$ cat src/logic/csr_pkg.sv
package csr_pkg;
   localparam int          ADDR_W          = 10;
   localparam int          DATA_W          = 32;
   localparam int          NUM_CH          = 16;
   // Register byte offsets
   localparam logic [9:0]  OFF_MODE        = 10'h064;
   localparam logic [9:0]  OFF_CTRL        = 10'h060;
   localparam logic [9:0]  OFF_EVT_CLR     = 10'h06c;
   localparam logic [9:0]  OFF_STATUS      = 10'h070;
   localparam logic [9:0]  OFF_IRQ_EN      = 10'h074;
   localparam logic [9:0]  OFF_IRQ_DIS     = 10'h078;
   localparam logic [9:0]  OFF_IRQ_MASK    = 10'h07c;
   localparam logic [9:0]  OFF_CH_CLR      = 10'h080;
   localparam logic [9:0]  OFF_CH_STAT     = 10'h084;
   localparam logic [9:0]  OFF_CH_EN       = 10'h088;
   localparam logic [9:0]  OFF_CH_DIS      = 10'h08c;
   localparam logic [9:0]  OFF_CH_MASK     = 10'h090;
   localparam logic [9:0]  OFF_PAYLOAD     = 10'h100;
   localparam logic [9:0]  CH_STRIDE       = 10'h040;
   localparam logic [9:0]  OFF_WORD_B      = 10'h004;
   // Status bit positions
   localparam int          B_ENABLED       = 0;
   localparam int          B_INIT          = 1;
   localparam int          B_INIT_DONE     = 2;
   localparam int          B_ERR_PASSIVE   = 3;
   localparam int          B_BUS_OFF       = 4;
   localparam int          B_ABORT         = 5;
   localparam int          B_SUMMARY       = 7;
   localparam int          REC_LSB         = 16;
   localparam int          TEC_LSB         = 24;
   // Control bits
   localparam int          B_ABORT_SET     = 3;
   localparam int          B_ABORT_CLR     = 4;
   // Mode fields
   localparam int          DIV_LSB         = 0;
   localparam int          DIV_W           = 6;
   localparam int          PS2_LSB         = 20;
   localparam int          PS2_W           = 3;
   localparam logic [2:0]  PS2_RESET       = 3'h1;
   localparam logic [5:0]  DIV_RESET       = 6'h01;
   localparam logic [2:0]  EVT_MASK_LSB    = 3'h2;
   typedef enum logic [2:0] {
      CSR_IDLE = 3'b001,
      CSR_ACK  = 3'b010,
      CSR_WAIT = 3'b100
   } csr_bus_st_t;
endpackage : csr_pkg

$ cat src/logic/csr_payload_mem.sv
`timescale 1ns/1ps
module csr_payload_mem #(
   parameter int DEPTH = 32,
   parameter int AW    = 5
) (
   input  wire logic          clk,
   input  wire logic          we,
   input  wire logic [3:0]    be,
   input  wire logic [AW-1:0] addr,
   input  wire logic [31:0]   wdata,
   output logic      [31:0]   rdata
);
   genvar g;
   generate
      for (g = 0; g < 4; g++)
      begin : g_lane
         // One array per lane, so every lane has a single writer
         logic [7:0] lane_mem [DEPTH];
         always_ff @(posedge clk)
         begin
            if (we && be[g])
               lane_mem[addr] <= wdata[g*8 +: 8];
            rdata[g*8 +: 8] <= lane_mem[addr];
         end
      end
   endgenerate
endmodule : csr_payload_mem

$ cat src/logic/csr_quantum.sv
`timescale 1ns/1ps
module csr_quantum (
   input  wire logic       clk,
   input  wire logic       reset,
   input  wire logic [5:0] divider,
   input  wire logic [2:0] ps2_field,
   output logic            tq_tick,
   output logic [3:0]      ps2_quanta
);
   logic [5:0] cnt_q;
   // Quantum is divider plus one cycles
   always_ff @(posedge clk)
   begin
      if (reset)
      begin
         cnt_q   <= 6'h00;
         tq_tick <= 1'b0;
      end
      else if (cnt_q >= divider)
      begin
         cnt_q   <= 6'h00;
         tq_tick <= 1'b1;
      end
      else
      begin
         cnt_q   <= cnt_q + 6'h01;
         tq_tick <= 1'b0;
      end
   end
   // Segment two is field plus one
   always_ff @(posedge clk)
   begin
      if (reset)
         ps2_quanta <= 4'h0;
      else
         ps2_quanta <= {1'b0, ps2_field} + 4'h1;
   end
endmodule : csr_quantum

$ cat src/logic/csr_status_irq.sv
`timescale 1ns/1ps
module csr_status_irq #(
   parameter int NUM_CH = csr_pkg::NUM_CH
) (
   input  wire logic              clk,
   input  wire logic              reset,
   input  wire logic [9:0]        wb_adr_i,
   input  wire logic [31:0]       wb_dat_i,
   input  wire logic [3:0]        wb_sel_i,
   input  wire logic              wb_we_i,
   input  wire logic              wb_cyc_i,
   input  wire logic              wb_stb_i,
   output logic      [31:0]       wb_dat_o,
   output logic                   wb_ack_o,
   input  wire logic              ctrl_enabled,
   input  wire logic              init_active,
   input  wire logic              err_passive_evt,
   input  wire logic              bus_off_evt,
   input  wire logic [NUM_CH-1:0] chan_irq_evt,
   input  wire logic [NUM_CH-1:0] chan_enabled,
   input  wire logic [7:0]        rx_err_count,
   input  wire logic [7:0]        tx_err_count,
   output logic      [NUM_CH-1:0] chan_disable,
   output logic                   irq,
   output logic                   tq_tick,
   output logic      [3:0]        phase_segment_two,
   output logic      [5:0]        quantum_divider,
   output logic                   abort_active_flag
);
   csr_pkg::csr_bus_st_t st_q;
   logic [31:0] mode_q;
   logic        init_phase_q;
   logic        init_done_flag_q;
   logic        err_passive_flag_q;
   logic        bus_off_flag_q;
   logic [2:0]  evt_mask_q;
   logic [NUM_CH-1:0] chan_pend_q;
   logic [NUM_CH-1:0] chan_mask_q;
   logic        mem_sel_q;
   logic [31:0] rd_q;
   logic [31:0] mem_rdata;
   logic        req;
   logic        wr;
   logic        is_mem;
   logic        mem_we;
   logic [4:0]  mem_addr;
   logic        init_end;
   logic [31:0] status_w;
   logic [31:0] rd_d;
   logic [3:0]  ch_idx;
   logic        tick_w;
   logic [3:0]  ps2_w;

   assign req  = wb_cyc_i && wb_stb_i && (st_q == csr_pkg::CSR_IDLE);
   assign wr   = req && wb_we_i;
   assign is_mem = (wb_adr_i >= csr_pkg::OFF_PAYLOAD) &&
                   (wb_adr_i[5:0] <= csr_pkg::OFF_WORD_B[5:0]) &&
                   (wb_adr_i[1:0] == 2'h0);
   assign ch_idx   = wb_adr_i[9:6] - csr_pkg::OFF_PAYLOAD[9:6];
   assign mem_addr = {ch_idx, wb_adr_i[2]};
   assign mem_we   = wr && is_mem && !init_phase_q;
   // Init end seen as falling phase flag
   assign init_end = init_phase_q && !init_active;

   // Status word assembled from live flags
   always_comb
   begin
      status_w = 32'h0;
      status_w[csr_pkg::B_ENABLED]     = ctrl_enabled;
      status_w[csr_pkg::B_INIT]        = init_phase_q;
      status_w[csr_pkg::B_INIT_DONE]   = init_done_flag_q;
      status_w[csr_pkg::B_ERR_PASSIVE] = err_passive_flag_q;
      status_w[csr_pkg::B_BUS_OFF]     = bus_off_flag_q;
      status_w[csr_pkg::B_ABORT]       = abort_active_flag;
      status_w[csr_pkg::B_SUMMARY]     = |chan_pend_q;
      status_w[csr_pkg::REC_LSB +: 8]  = rx_err_count;
      status_w[csr_pkg::TEC_LSB +: 8]  = tx_err_count;
   end

   always_comb
   begin
      rd_d = 32'h0;
      case (wb_adr_i)
         csr_pkg::OFF_MODE:     rd_d = mode_q;
         csr_pkg::OFF_STATUS:   rd_d = status_w;
         csr_pkg::OFF_IRQ_MASK:
            rd_d[csr_pkg::B_INIT_DONE +: 3] = evt_mask_q;
         csr_pkg::OFF_CH_STAT:  rd_d[NUM_CH-1:0] = chan_pend_q;
         csr_pkg::OFF_CH_MASK:  rd_d[NUM_CH-1:0] = chan_mask_q;
         default:               rd_d = 32'h0;
      endcase
   end

   // Ack two cycles after request, high for one cycle
   always_ff @(posedge clk)
   begin
      if (reset)
      begin
         st_q      <= csr_pkg::CSR_IDLE;
         wb_ack_o  <= 1'b0;
         mem_sel_q <= 1'b0;
         rd_q      <= 32'h0;
      end
      else
      begin
         case (st_q)
            csr_pkg::CSR_IDLE:
            begin
               if (req)
               begin
                  st_q      <= csr_pkg::CSR_ACK;
                  mem_sel_q <= is_mem;
                  rd_q      <= rd_d;
               end
            end
            csr_pkg::CSR_ACK:
            begin
               st_q     <= csr_pkg::CSR_WAIT;
               wb_ack_o <= 1'b1;
            end
            csr_pkg::CSR_WAIT:
            begin
               st_q     <= csr_pkg::CSR_IDLE;
               wb_ack_o <= 1'b0;
            end
            default:
            begin
               st_q     <= csr_pkg::CSR_IDLE;
               wb_ack_o <= 1'b0;
            end
         endcase
      end
   end

   // Data held in a register, memory read lands one cycle later
   always_ff @(posedge clk)
   begin
      if (reset)
         wb_dat_o <= 32'h0;
      else if (st_q == csr_pkg::CSR_ACK)
         wb_dat_o <= mem_sel_q ? mem_rdata : rd_q;
   end

   // Mode register, reset value keeps segment two legal
   always_ff @(posedge clk)
   begin
      if (reset)
      begin
         mode_q <= 32'h0;
         mode_q[csr_pkg::PS2_LSB +: csr_pkg::PS2_W] <= csr_pkg::PS2_RESET;
         mode_q[csr_pkg::DIV_LSB +: csr_pkg::DIV_W] <= csr_pkg::DIV_RESET;
      end
      else if (wr && wb_adr_i == csr_pkg::OFF_MODE)
         mode_q <= wb_dat_i;
   end

   always_ff @(posedge clk)
   begin
      if (reset)
         init_phase_q <= 1'b1;
      else
         init_phase_q <= init_active;
   end

   always_ff @(posedge clk)
   begin
      if (reset)
         init_done_flag_q <= 1'b0;
      else if (init_end)
         init_done_flag_q <= 1'b1;
      else if (wr && wb_adr_i == csr_pkg::OFF_EVT_CLR &&
               wb_dat_i[csr_pkg::B_INIT_DONE])
         init_done_flag_q <= 1'b0;
   end

   // Sticky transition flags; clear bits chosen locally
   always_ff @(posedge clk)
   begin
      if (reset)
      begin
         err_passive_flag_q <= 1'b0;
         bus_off_flag_q     <= 1'b0;
      end
      else
      begin
         if (err_passive_evt)
            err_passive_flag_q <= 1'b1;
         else if (wr && wb_adr_i == csr_pkg::OFF_EVT_CLR &&
                  wb_dat_i[csr_pkg::B_ERR_PASSIVE])
            err_passive_flag_q <= 1'b0;
         if (bus_off_evt)
            bus_off_flag_q <= 1'b1;
         else if (wr && wb_adr_i == csr_pkg::OFF_EVT_CLR &&
                  wb_dat_i[csr_pkg::B_BUS_OFF])
            bus_off_flag_q <= 1'b0;
      end
   end

   always_ff @(posedge clk)
   begin
      if (reset)
         evt_mask_q <= 3'h0;
      else if (wr && wb_adr_i == csr_pkg::OFF_IRQ_DIS)
         evt_mask_q <= evt_mask_q & ~wb_dat_i[csr_pkg::B_INIT_DONE +: 3];
      else if (wr && wb_adr_i == csr_pkg::OFF_IRQ_EN)
         evt_mask_q <= evt_mask_q | wb_dat_i[csr_pkg::B_INIT_DONE +: 3];
   end

   always_ff @(posedge clk)
   begin
      if (reset)
         abort_active_flag <= 1'b0;
      else if (wr && wb_adr_i == csr_pkg::OFF_CTRL)
      begin
         if (wb_dat_i[csr_pkg::B_ABORT_CLR])
            abort_active_flag <= 1'b0;
         else if (wb_dat_i[csr_pkg::B_ABORT_SET])
            abort_active_flag <= 1'b1;
      end
   end

   genvar c;
   generate
      for (c = 0; c < NUM_CH; c++)
      begin : g_ch
         always_ff @(posedge clk)
         begin
            if (reset)
               chan_pend_q[c] <= 1'b0;
            else if (chan_irq_evt[c])
               chan_pend_q[c] <= 1'b1;
            else if (wr && wb_adr_i == csr_pkg::OFF_CH_CLR && wb_dat_i[c])
               chan_pend_q[c] <= 1'b0;
         end
         always_ff @(posedge clk)
         begin
            if (reset)
               chan_mask_q[c] <= 1'b0;
            else if (wr && wb_adr_i == csr_pkg::OFF_CH_DIS && wb_dat_i[c])
               chan_mask_q[c] <= 1'b0;
            else if (wr && wb_adr_i == csr_pkg::OFF_CH_EN && wb_dat_i[c])
               chan_mask_q[c] <= 1'b1;
         end
         // Abort drops enabled channels, owner finishes frame
         always_ff @(posedge clk)
         begin
            if (reset)
               chan_disable[c] <= 1'b0;
            else
               chan_disable[c] <= abort_active_flag && chan_enabled[c];
         end
      end
   endgenerate

   // Combined interrupt, no abort or enable source
   always_ff @(posedge clk)
   begin
      if (reset)
         irq <= 1'b0;
      else
         irq <= |({init_done_flag_q, err_passive_flag_q, bus_off_flag_q}
                  & {evt_mask_q[0], evt_mask_q[1], evt_mask_q[2]})
                | |(chan_pend_q & chan_mask_q);
   end

   // Payload words, byte lanes by select
   csr_payload_mem #(
      .DEPTH (2 * NUM_CH),
      .AW    (5)
   ) u_payload (
      .clk   (clk),
      .we    (mem_we),
      .be    (wb_sel_i),
      .addr  (mem_addr),
      .wdata (wb_dat_i),
      .rdata (mem_rdata)
   );

   csr_quantum u_quantum (
      .clk        (clk),
      .reset      (reset),
      .divider    (mode_q[csr_pkg::DIV_LSB +: csr_pkg::DIV_W]),
      .ps2_field  (mode_q[csr_pkg::PS2_LSB +: csr_pkg::PS2_W]),
      .tq_tick    (tick_w),
      .ps2_quanta (ps2_w)
   );

   always_ff @(posedge clk)
   begin
      if (reset)
      begin
         tq_tick           <= 1'b0;
         phase_segment_two <= 4'h0;
         quantum_divider   <= 6'h0;
      end
      else
      begin
         tq_tick           <= tick_w;
         phase_segment_two <= ps2_w;
         quantum_divider   <= mode_q[csr_pkg::DIV_LSB +: csr_pkg::DIV_W];
      end
   end
endmodule : csr_status_irq

$ cat config.mk
export PLATFORM = sky130hd
export DESIGN_NAME = csr_status_irq
export DESIGN_NICKNAME = d
export VERILOG_FILES = /design/src/logic/csr_pkg.sv /design/src/logic/csr_payload_mem.sv /design/src/logic/csr_quantum.sv /design/src/logic/csr_status_irq.sv
export SDC_FILE = /design/constraint.sdc
export NUM_CORES = 1
export LEC_CHECK = 0
export ABC_AREA = 1
export BUFFER_PORTS_ARGS = -buffer_cell sky130_fd_sc_hd__buf_2
export CAP_MARGIN = 10
export CORE_MARGIN = 2
export CORE_UTILIZATION = 34
export DETAILED_ROUTE_END_ITERATION = 6
export GPL_ROUTABILITY_DRIVEN = 0
export PLACE_DENSITY = 0.52
export SETUP_SLACK_MARGIN = 0.02
export SLEW_MARGIN = 10
export SYNTH_ARGS = -nofsm -noshare
export SYNTH_HDL_FRONTEND = slang
export SYNTH_SLANG_ARGS = --single-unit
$ cat constraint.sdc
create_clock -name clk -period 3.5 [get_ports clk]
set_clock_uncertainty 0.05 [all_clocks]
set_input_delay 0.875 -clock clk [delete_from_list [all_inputs] [get_ports clk]]
set_output_delay 0.875 -clock clk [all_outputs]
set_load 0.05 [all_outputs]
==> metrics.md <==
| Metric | Value |
|---|---|
| Via density | `~5` |
| GRT busiest layer | `met2` |
| Met1 usage | `0.285` |
| Leakage | `between 20 and 25 nW` |
| WHS Path Cells | `3` |
| I/O pin count | `roughly 170` |
| Number of global-route vias before repair | `between 30,000 and 40,000` |
| R2r worst-path depth | `9` |
| Max Cap Viol | `0` |
| Global-route wire length before repair | `approximately 220,000 um` |
| Worst slew margin | `0.335` |
| CTS Root Cell | `clkbuf_16` |
| Crit path time final | `3.00 ns` |
| Crit-path cells | `buf_2 > inv_1 > ha_1 > nor3_2 > nand3_1 > nor3_4 > buf_12 > nand2_4 > buf_12 > nor2_1 > buf_4` |
| Cts repair resizes | `0` |
| TritonCTS clock tree | `yes` |
| Worst Path Required | `3.90 ns` |
| Hold_buf cts | `0` |
| Placed Area | `around 0.053 mm^2` |
| Final worst path period share | `0.858` |
| Total wire length | `about 150,000 um` |
| Yosys warns | `0` |
| Total Power | `around 32 mW` |
| Postcts setup bufs | `0` |
| Max Buffers Root-to-Sink | `3` |
| Layout Cell Area excl Fill | `about 0.057 mm^2` |
| Switching share of total power | `0.227` |
| Post-Syn Area | `0.0482 mm^2` |
| Clock transition at path regs | `0.06 ns` |
| Chip height | `about 380 um` |
| Met2 Track Usage GR | `0.324` |
| Max frequency | `~330 MHz` |
| Flops & latches, synth | `about 1,200` |
| RSZ-0062 raised after global routing | `false` |
| DR iter-0 viols | `3,515` |
| Crit end category | `flop` |
| Die area | `about 0.14 mm^2` |
| Synth Area per Inst | `between 10 and 15 um^2` |
| Nets | `~4,600` |
| Die width | `380 um` |
| DR DRC count | `0` |
| Crit start category | `input pin` |
| Clock latency on the worst-skew pair | `0.75 ns` |
| CP max FO | `13` |
| Number of port buffers | `approximately 160` |
| Sequential power share | `0.510` |
| Peak supply drop | `around 0.37 mV` |
| Slowest stage delay, CP | `0.40 ns` |
| Layout cells sized above 1 | `0.144` |
| Gr usage total | `0.204` |
| Initial antenna violation count | `14` |
| Critical Path AT | `between 3 and 4 ns` |
| Most frequent cells in the layout | `1,024 x edfxtp_1, 862 x nand2_1, 437 x nor2_1` |
| Sequential area share after synthesis | `0.726` |
| Most frequent CP cell | `buf_12` |
| Cell count after synthesis | `4,147` |
| Clock share of power | `0.432` |
| GR Util met3 | `0.0351` |
| PwrDens | `approximately 550 mW/mm^2` |
| Slowest CP cell | `nor3_4` |
| Initial Util | `0.341` |
| Fillers | `between 10,000 and 15,000` |
| Critical Path Stages | `11` |
| CTS buffer count | `132` |
| Least-Margin Pin Slew | `~1.0 ns` |
| Worst min-delay path class | `in -> reg` |
| Worst Setup Path Type | `in -> reg` |
| Top delay family on crit path | `simple AND/OR/NAND/NOR gates` |
| Sw Pwr | `roughly 7 mW` |
| Drt first pass iters | `6` |
| Clock sinks | `between 1,000 and 1,500` |
| Storage cell area | `about 0.035 mm^2` |
| DP HPWL | `approximately 98,000 um` |
| CTS HTree Levels | `4` |
| WHS | `just over 0.3 ns` |
| Commonest non-fill, non-tap cell in the layout | `edfxtp_1` |
| Comb power frac | `0.058` |
| Outcome | `finished, final reports clean` |
| P&R area growth vs syn | `18.4%` |
| Largest net degree at the start of global routing | `93` |
| Post-route ant nets | `0` |
| Int Power | `24.4 mW` |
| GR Overflow Total | `0` |
| WP buf/inv | `5` |
| Num rows | `about 140` |
| Final hold violations | `0` |
| Via count | `33,091` |
| TNS Setup | `0 ns` |
| Core area | `around 0.14 mm^2` |
| Area of the multi-input gates | `~0.011 mm^2` |
| Max Slew Vio Count | `0` |
| Util after Layout | `0.404` |
| Routed wire per std cell | `23.2 um` |
| Syn Nets | `approximately 4,300` |
| Library cells used by synthesis | `37` |
| Final Setup Violations | `0` |
[cell usage after synthesis (all sizes together)]
library cell  number  area [um^2]
clkinv             2         7.51
nor4               1         6.26
xor2               1         8.76
o21bai             2         15.0
clkbuf           108          405
ha                13          163
xnor2              2         17.5
o21ai            119          596
nor3b              1         7.51
nand3b             1         7.51
a22o               3         26.3
a22oi             57          428
a21oi            402         2010
inv              286         1070
nand4            222         1390
nand3            221         1110
edfxtp          1024        30700
dfxtp            212         4240
nand2            871         3310
nor2             449         1730
o22ai              1         6.26
nor3               9         77.6
a221oi             3         26.3
buf              127          671
o211ai            10         75.1
[worst register-to-register path, delay by kind of cell, from the launching register on]
family / cells / cell delay [ns]
buffers and inverters: 3 / 0.60
AND/OR/NAND/NOR: 6 / 1.50
flip-flops: 1 / 0.31
[metrics by stage]
step           cells  worst slack, ns
6_report        6487            0.498
5_1_grt         6486            0.481
4_1_cts         6485            0.513
3_5_place_dp    6251           -0.285
3_3_place_gp    6251           -0.346
2_1_floorplan   4147            0.198
[sequential cells by signal (all words and copies together) (netlist names), 16 cells and up, named ones only]
signal / flops
u_payload.rdata: 32
mode_q: 32
rd_q: 32
chan_pend_q: 16
wb_dat_o: 32
chan_disable: 16
u_payload.g_lane.lane_mem: 1024
chan_mask_q: 16
[path summary, 6_finish.rpt]
check | startpoint | to | slack (ns)
hold / removal | chan_enabled[10] | chan_disable[10] | 0.31
setup reg to reg | st_q[2] | u_payload.g_lane[3].lane_mem[23][3] | 0.72
hold reg to reg | u_quantum.ps2_quanta[2] | phase_segment_two[2] | 0.36
setup / recovery | wb_adr_i[9] | u_payload.g_lane[3].lane_mem[23][3] | 0.50
[cell type report]
cell class              count  area share
flip-flops and latches   1236       0.614
inverters                 288      0.0191
repair buffers            449      0.0586
well taps                1890      0.0415
multi-input cells        2388       0.194
diodes                      2   0.0000878
clock inverters            46     0.00722
clock buffers             188      0.0657
[power by group through the flow]
stage | logic [mW] | clock network [mW] | registers (mW)
final | 1.82 | 13.6 | 16.1
after global routing | 1.97 | 14.4 | 16.1
after CTS | 1.82 | 13.9 | 16.1
after detailed placement | 1.81 | 0 | 16.4
after global placement | 1.82 | 0 | 16.4
after floorplan | 0.824 | 0 | 16.4
[metal layers]
layer / up-vias / routed length, um
met1: 16333 / 66100
met5: - / 54
met2: 1330 / 70000
li1: 15217 / -
met3: 203 / 10600
met4: 8 / 3490
[cell families (layout without fill, tap and decap cells)]
kind of cell | Yosys count | count (layout) | synth area share
AND/OR/NAND/NOR | 1775 | 1775 | 0.159
flip-flops | 1236 | 1236 | 0.726
AO/OA/AOI/OAI | 597 | 597 | 0.0661
buffers and inverters | 523 | 971 | 0.0448
adder cells (fa/ha/maj) | 13 | 13 | 0.00338
XOR/XNOR | 3 | 3 | 0.000546
other | 0 | 2 | 0
Power figures use the tool's default switching activity.
